[config.mk]
export PLATFORM = sky130hd
export DESIGN_NAME = gpcf_ports
export DESIGN_NICKNAME = d
export VERILOG_FILES = /design/src/hdl/gpcf_pkg.sv /design/src/hdl/gpcf_ports.sv
export SDC_FILE = /design/constraint.sdc
export NUM_CORES = 1
export LEC_CHECK = 0
export ABC_AREA = 1
export BUFFER_PORTS_ARGS = -buffer_cell sky130_fd_sc_hd__buf_4
export CAP_MARGIN = 25
export CORE_MARGIN = 2
export CORE_UTILIZATION = 59
export CTS_BUF_LIST = sky130_fd_sc_hd__clkbuf_4
export DETAILED_ROUTE_END_ITERATION = 12
export PLACE_DENSITY = 0.87
export SLEW_MARGIN = 10
export SYNTH_ARGS = -nofsm -noshare
export SYNTH_HDL_FRONTEND = slang
export SYNTH_SLANG_ARGS = --single-unit
[constraint.sdc]
create_clock -name clk_in -period 17.45 [get_ports clk_in]
set_input_delay 3.49 -clock clk_in [delete_from_list [all_inputs] [get_ports clk_in]]
set_output_delay 3.49 -clock clk_in [all_outputs]
set_load 0.03 [all_outputs]
[src/hdl/gpcf_pkg.sv]
// Package: register map, widths and carrier structs for ports C to F
package gpcf_pkg;

  localparam int          GPCF_ADDR_W      = 16;
  localparam int          GPCF_DATA_W      = 8;

  // Register offsets
  localparam logic [15:0] GPCF_OFS_C_DATA  = 16'h0002;
  localparam logic [15:0] GPCF_OFS_D_DATA  = 16'h0003;
  localparam logic [15:0] GPCF_OFS_E_DATA  = 16'h0008;
  localparam logic [15:0] GPCF_OFS_F_DATA  = 16'h0009;
  localparam logic [15:0] GPCF_OFS_C_DIR   = 16'h0006;
  localparam logic [15:0] GPCF_OFS_E_DIR   = 16'h000c;
  localparam logic [15:0] GPCF_OFS_F_DIR   = 16'h000d;

  // Port widths
  localparam int          GPCF_C_W         = 7;
  localparam int          GPCF_D_W         = 7;
  localparam int          GPCF_E_W         = 8;
  localparam int          GPCF_F_W         = 6;

  // Reset values
  localparam logic [6:0]  GPCF_C_DIR_RST   = 7'h00;
  localparam logic [7:0]  GPCF_E_DIR_RST   = 8'h00;
  localparam logic [5:0]  GPCF_F_DIR_RST   = 6'h00;
  localparam logic [7:0]  GPCF_RDATA_RST   = 8'h00;

  // Register bus request
  typedef struct packed {
    logic [15:0] addr;
    logic [7:0]  wdata;
    logic        wr;
    logic        rd;
  } gpcf_bus_t;

  // Peripheral override of one port: ownership, enable, value
  typedef struct packed {
    logic [7:0] own;
    logic [7:0] oe;
    logic [7:0] val;
  } gpcf_ovr_t;

  // Pin drive of one port
  typedef struct packed {
    logic [7:0] oe;
    logic [7:0] val;
  } gpcf_drv_t;

endpackage

[src/hdl/gpcf_ports.sv]
// GPIO ports C, D, E and F with direction registers and peripheral overrides
//
// Contract
// - Reset clears port C direction bits.
// - Port C read: latch if output, else pin.
// - Data writes always update the latch.
// - Input pin: write changes only the latch.
// - Port D: seven inputs, no drivers, no direction.
// - Port D read always returns pins.
// - Port D latch write-only, kept over reset.
// - Port E eight bits, timer and serial shared.
// - Timer-owned E pin: direction only picks read.
// - Direction one drives pin, zero floats it.
// - Reset clears port E direction bits.
// - Port E read: latch if output, else pin.
// - Port F six bits, SPI and serial shared.
// - Port F latch kept over reset.
// - Serial-owned F pin: direction only picks read.
// - Reset clears port F direction bits.
// - Port F read: latch if output, else pin.
// - Direction registers read back last write.
//
// The plain strobed port is this design's own decision.
`timescale 1ns/100ps

module gpcf_ports (
  input  wire logic               clk_in,
  input  wire logic               reset_in,
  input  wire gpcf_pkg::gpcf_bus_t bus_in,
  output logic [7:0]              rdata_out,
  input  wire logic [6:0]         port_c_pin_in,
  input  wire logic [6:0]         port_d_pin_in,
  input  wire logic [7:0]         port_e_pin_in,
  input  wire logic [5:0]         port_f_pin_in,
  input  wire gpcf_pkg::gpcf_ovr_t port_c_ovr_in,
  input  wire gpcf_pkg::gpcf_ovr_t port_e_ovr_in,
  input  wire gpcf_pkg::gpcf_ovr_t port_f_ovr_in,
  output logic [6:0]              port_c_pin_out,
  output logic [6:0]              port_c_pin_oe_out,
  output logic [7:0]              port_e_pin_out,
  output logic [7:0]              port_e_pin_oe_out,
  output logic [5:0]              port_f_pin_out,
  output logic [5:0]              port_f_pin_oe_out,
  output logic [6:0]              port_d_level_out
);
  import gpcf_pkg::*;

  // Pin synchronisers: three stages, change taken when stages 2 and 3 agree
  localparam int PIN_W = GPCF_C_W + GPCF_D_W + GPCF_E_W + GPCF_F_W;

  logic [PIN_W-1:0] pin_s1_reg;
  logic [PIN_W-1:0] pin_s2_reg;
  logic [PIN_W-1:0] pin_s3_reg;
  logic [PIN_W-1:0] pin_lvl_reg;
  logic [PIN_W-1:0] pin_raw;

  assign pin_raw = {port_f_pin_in, port_e_pin_in,
                    port_d_pin_in, port_c_pin_in};

  always_ff @(posedge clk_in or posedge reset_in) begin
    if (reset_in) begin
      pin_s1_reg <= '0;
      pin_s2_reg <= '0;
      pin_s3_reg <= '0;
    end else begin
      pin_s1_reg <= pin_raw;
      pin_s2_reg <= pin_s1_reg;
      pin_s3_reg <= pin_s2_reg;
    end
  end

  genvar gi;
  generate
    for (gi = 0; gi < PIN_W; gi++) begin : g_filt
      always_ff @(posedge clk_in or posedge reset_in) begin
        if (reset_in) begin
          pin_lvl_reg[gi] <= 1'b0;
        end else if (pin_s2_reg[gi] == pin_s3_reg[gi]) begin
          pin_lvl_reg[gi] <= pin_s3_reg[gi];
        end
      end
    end
  endgenerate

  logic [6:0] c_pin;
  logic [6:0] d_pin;
  logic [7:0] e_pin;
  logic [5:0] f_pin;

  assign c_pin = pin_lvl_reg[6:0];
  assign d_pin = pin_lvl_reg[13:7];
  assign e_pin = pin_lvl_reg[21:14];
  assign f_pin = pin_lvl_reg[27:22];

  // Write decode
  function automatic logic hit(input gpcf_bus_t b, input logic [15:0] ofs);
    hit = b.wr && (b.addr == ofs);
  endfunction

  // Read mux: latch where direction is 1, pin where 0
  function automatic logic [7:0] rd_mix(input logic [7:0] dir,
                                        input logic [7:0] lat,
                                        input logic [7:0] pin);
    rd_mix = (dir & lat) | (~dir & pin);
  endfunction

  // Data latches: no reset, written whatever the direction
  logic [6:0] c_lat_reg;
  logic [6:0] d_lat_reg;
  logic [7:0] e_lat_reg;
  logic [5:0] f_lat_reg;

  always_ff @(posedge clk_in) begin
    if (hit(bus_in, GPCF_OFS_C_DATA)) begin
      c_lat_reg <= bus_in.wdata[6:0];
    end
    if (hit(bus_in, GPCF_OFS_D_DATA)) begin
      d_lat_reg <= bus_in.wdata[6:0];
    end
    if (hit(bus_in, GPCF_OFS_E_DATA)) begin
      e_lat_reg <= bus_in.wdata;
    end
    if (hit(bus_in, GPCF_OFS_F_DATA)) begin
      f_lat_reg <= bus_in.wdata[5:0];
    end
  end

  // Direction registers
  logic [6:0] c_dir_reg;
  logic [7:0] e_dir_reg;
  logic [5:0] f_dir_reg;

  always_ff @(posedge clk_in or posedge reset_in) begin
    if (reset_in) begin
      c_dir_reg <= GPCF_C_DIR_RST;
      e_dir_reg <= GPCF_E_DIR_RST;
      f_dir_reg <= GPCF_F_DIR_RST;
    end else begin
      if (hit(bus_in, GPCF_OFS_C_DIR)) begin
        c_dir_reg <= bus_in.wdata[6:0];
      end
      if (hit(bus_in, GPCF_OFS_E_DIR)) begin
        e_dir_reg <= bus_in.wdata;
      end
      if (hit(bus_in, GPCF_OFS_F_DIR)) begin
        f_dir_reg <= bus_in.wdata[5:0];
      end
    end
  end

  // Read data, one cycle after the strobe, zero otherwise
  logic [7:0] rdata_next;

  always_comb begin
    rdata_next = GPCF_RDATA_RST;
    if (bus_in.rd) begin
      unique case (bus_in.addr)
        GPCF_OFS_C_DATA:
          rdata_next = rd_mix({1'b0, c_dir_reg}, {1'b0, c_lat_reg},
                              {1'b0, c_pin});
        GPCF_OFS_D_DATA: rdata_next = {1'b0, d_pin};
        GPCF_OFS_E_DATA:
          rdata_next = rd_mix(e_dir_reg, e_lat_reg, e_pin);
        GPCF_OFS_F_DATA:
          rdata_next = rd_mix({2'b00, f_dir_reg}, {2'b00, f_lat_reg},
                              {2'b00, f_pin});
        GPCF_OFS_C_DIR:  rdata_next = {1'b0, c_dir_reg};
        GPCF_OFS_E_DIR:  rdata_next = e_dir_reg;
        GPCF_OFS_F_DIR:  rdata_next = {2'b00, f_dir_reg};
        default:         rdata_next = GPCF_RDATA_RST;
      endcase
    end
  end

  always_ff @(posedge clk_in or posedge reset_in) begin
    if (reset_in) begin
      rdata_out <= GPCF_RDATA_RST;
    end else begin
      rdata_out <= rdata_next;
    end
  end

  // Pin drivers: owning peripheral first, else direction and latch
  function automatic gpcf_drv_t drive(input logic [7:0] dir,
                                      input logic [7:0] lat,
                                      input gpcf_ovr_t  o);
    drive.oe  = (o.own & o.oe) | (~o.own & dir);
    drive.val = (o.own & o.val) | (~o.own & lat);
  endfunction

  gpcf_drv_t c_drv;
  gpcf_drv_t e_drv;
  gpcf_drv_t f_drv;

  assign c_drv = drive({1'b0, c_dir_reg}, {1'b0, c_lat_reg}, port_c_ovr_in);
  assign e_drv = drive(e_dir_reg, e_lat_reg, port_e_ovr_in);
  assign f_drv = drive({2'b00, f_dir_reg}, {2'b00, f_lat_reg},
                       port_f_ovr_in);

  always_ff @(posedge clk_in or posedge reset_in) begin
    if (reset_in) begin
      port_c_pin_oe_out <= '0;
      port_e_pin_oe_out <= '0;
      port_f_pin_oe_out <= '0;
      port_c_pin_out    <= '0;
      port_e_pin_out    <= '0;
      port_f_pin_out    <= '0;
    end else begin
      port_c_pin_oe_out <= c_drv.oe[6:0];
      port_e_pin_oe_out <= e_drv.oe;
      port_f_pin_oe_out <= f_drv.oe[5:0];
      port_c_pin_out    <= c_drv.val[6:0];
      port_e_pin_out    <= e_drv.val;
      port_f_pin_out    <= f_drv.val[5:0];
    end
  end

  // Port D has no driver; filtered level goes to the motor PWM side
  always_ff @(posedge clk_in or posedge reset_in) begin
    if (reset_in) begin
      port_d_level_out <= '0;
    end else begin
      port_d_level_out <= d_pin;
    end
  end

endmodule

==> run metrics <==
CP Capture Type flop; Slew HR a little under a third; sequential area share after synthesis between 70 and 80%; final setup fails 0; skew final 0.0206 ns; Sink Count around 210; FP Rows 40; Synth Warn # 0; die area ~13,000 sq um; TritonCTS Buffers 51; GR Layer Usage met2 41.9%; Post-route DRC 0; vias per cell 5.08; Initial Util approximately 60%; Ant. Diodes 0; Layout area overhead 28.9%; Critical R2R Launch e_dir_reg[2]$_DFFE_PP0P_; met3 Usage GRT 6.49%; post-DR wirelength/cell 16.0 um; status finished, final reports clean; Synth Cell Area 7350 sq um; hold_sp pin_s1_reg[17]$_DFF_PP0_; largest net degree at the start of global routing between 100 and 150; clock-pin transition on the worst setup and hold timing paths 0.07 ns; hold_buf cts 0; Static Leak 4.60 nW; share of post-route cells with drive strength above 1 between 30% and 40%; RSZ-0062 raised after global routing no; final hold violation count 0; Final Wtd Congestion 0.768; grt ovf 0; Sum Neg Setup Slack 0 ns; NumNets Final between 900 and 1,000; commonest non-fill, non-tap cell in the layout dfrtp_1; most frequent cells in the layout dfrtp_1 (190), buf_4 (176), nand2_1 (106); PortBufs between 150 and 200; FF/Latch Area 5390 sq um; Max-Cap Viols 0; DRT Pass-1 Iters 5; Setup crit start bus_in[19]; Mean Syn Cell Area between 10 and 15 sq um; VDD IR max about 0.000075 V; FILL cells 757; global-route wire length before repair between 20 and 30 mm; pre-CTS WS ~12 ns; clk root buf clkbuf_4; final non-filler cell total 1,007; Mapped Cells 583; Worst setup SP type input pin; initial antenna violation count 0; grt met1 use 32.7%; vias 5,112; P per Cell Area 105 nW/um^2; min cycle time layout 5.29 ns; Synth cell types 19; TritonCTS clock tree done; Tcrit/Tclk final between 30% and 40%; Final Hold Slack 0.340 ns; core box area 12,100 sq um; post-synth net total between 700 and 800; clock insertion delay at the later pin of the skew report 0.62 ns; Antenna Nets Post-Route 0; # IOs 185; #FFs+latches synth between 200 and 250; busiest grt layer met2; Required @ worst endpoint 17.69 ns; critical path arrival 5.53 ns; Least-Margin Pin Slew 1.02 ns; worst-path fanout max 46; Post-CTS Setup Repair Bufs 0; critical path type in2reg; number of global-route vias before repair 5,397; Max Transition Viols Final 0; total track usage about 25%; chip width 116 um; Placed Cells 920; die height 116 um; H-tree depth 2; Final Power 0.998 mW; Clock Path Buffers 3; Reg2Reg Setup Slack 16.28 ns; PostCTS Resize Cnt 0; 1st-iter DRT viols 414; final wirelength 16.1 mm; Fmax 189 MHz; Multi-input gate area 1710 sq um; Final WS setup 12.16 ns; post-DP HPWL 11.0 mm; Hold Path Class reg2reg
through the flow:
stage | util, % | instance area, sq um
global placement | 72.7 | 8810
CTS | 78.0 | 9450
finish | 78.3 | 9480
floorplan | - | 7350
detailed placement | 72.7 | 8810
global route | 78.3 | 9480
report_power, final:
group / internal, mW / leakage (nW) / total (mW) / switching, mW
clock network: 0.214 / 0.386 / 0.391 / 0.177
logic: 0.0348 / 1.86 / 0.0756 / 0.0409
registers: 0.520 / 2.35 / 0.531 / 0.0112
total: 0.769 / 4.60 / 0.998 / 0.229
cell usage after synthesis (all sizes together):
cell type / count / share of area, %
mux2i: 6 / 0.82
inv: 46 / 2.3
mux2: 6 / 0.92
a21oi: 6 / 0.41
nor2: 48 / 3.5
nand2: 112 / 6.1
o21ai: 72 / 5.0
nand3: 41 / 2.8
maj3: 28 / 3.8
buf: 7 / 1.1
edfxtp: 21 / 8.6
dfrtp: 190 / 65
path summary, 6_finish.rpt:
| path | cells past startpoint | endpoint |
|---|---|---|
| min in group asynchronous | 2 | c_pin[6]$_DFFE_PP0N_ |
| worst max register to register | 7 | rdata_out[2]$_DFF_PP0_ |
| worst min-delay path | 0 | pin_s2_reg[17]$_DFF_PP0_ |
| worst min register to register | 0 | pin_s2_reg[17]$_DFF_PP0_ |
| max in group asynchronous | 4 | e_pin[5]$_DFFE_PP0N_ |
| worst max-delay path | 6 | c_lat_reg[1]$_DFFE_PP_ |
worst max-delay path, cell delays in order:
cell and delay, ns:
buf_4 0.11, nor2_1 0.12, nand2_1 0.14, nor2_8 0.53
nand2_1 0.35, nor2_1 0.78
area by class of cell:
type / count / share of cell area [%]
Tap cell: 168 / 2.22
Clock buffer: 77 / 6.10
Multi-Input combinational cell: 319 / 18.1
Clock inverter: 9 / 0.647
Timing Repair Buffer: 177 / 14.2
Inverter: 46 / 1.90
Sequential cell: 211 / 56.8
cells by family (layout without fill, tap and decap cells):
group	Yosys count	in the layout	synth area share [%]
adder cells (fa/ha/maj)	28	28	3.81
flip-flops	211	211	73.3
multiplexers	12	12	1.74
buffers and inverters	53	309	3.42
AO/OA/AOI/OAI	78	78	5.41
AND/OR/NAND/NOR	201	201	12.4
layer usage:
layer  routed length, um  share of wire, %
met1                6350                39
met2                8030                50
met3                1310               8.1
met4                 434               2.7
met5                   0                 0
Power figures use the tool's default switching activity.
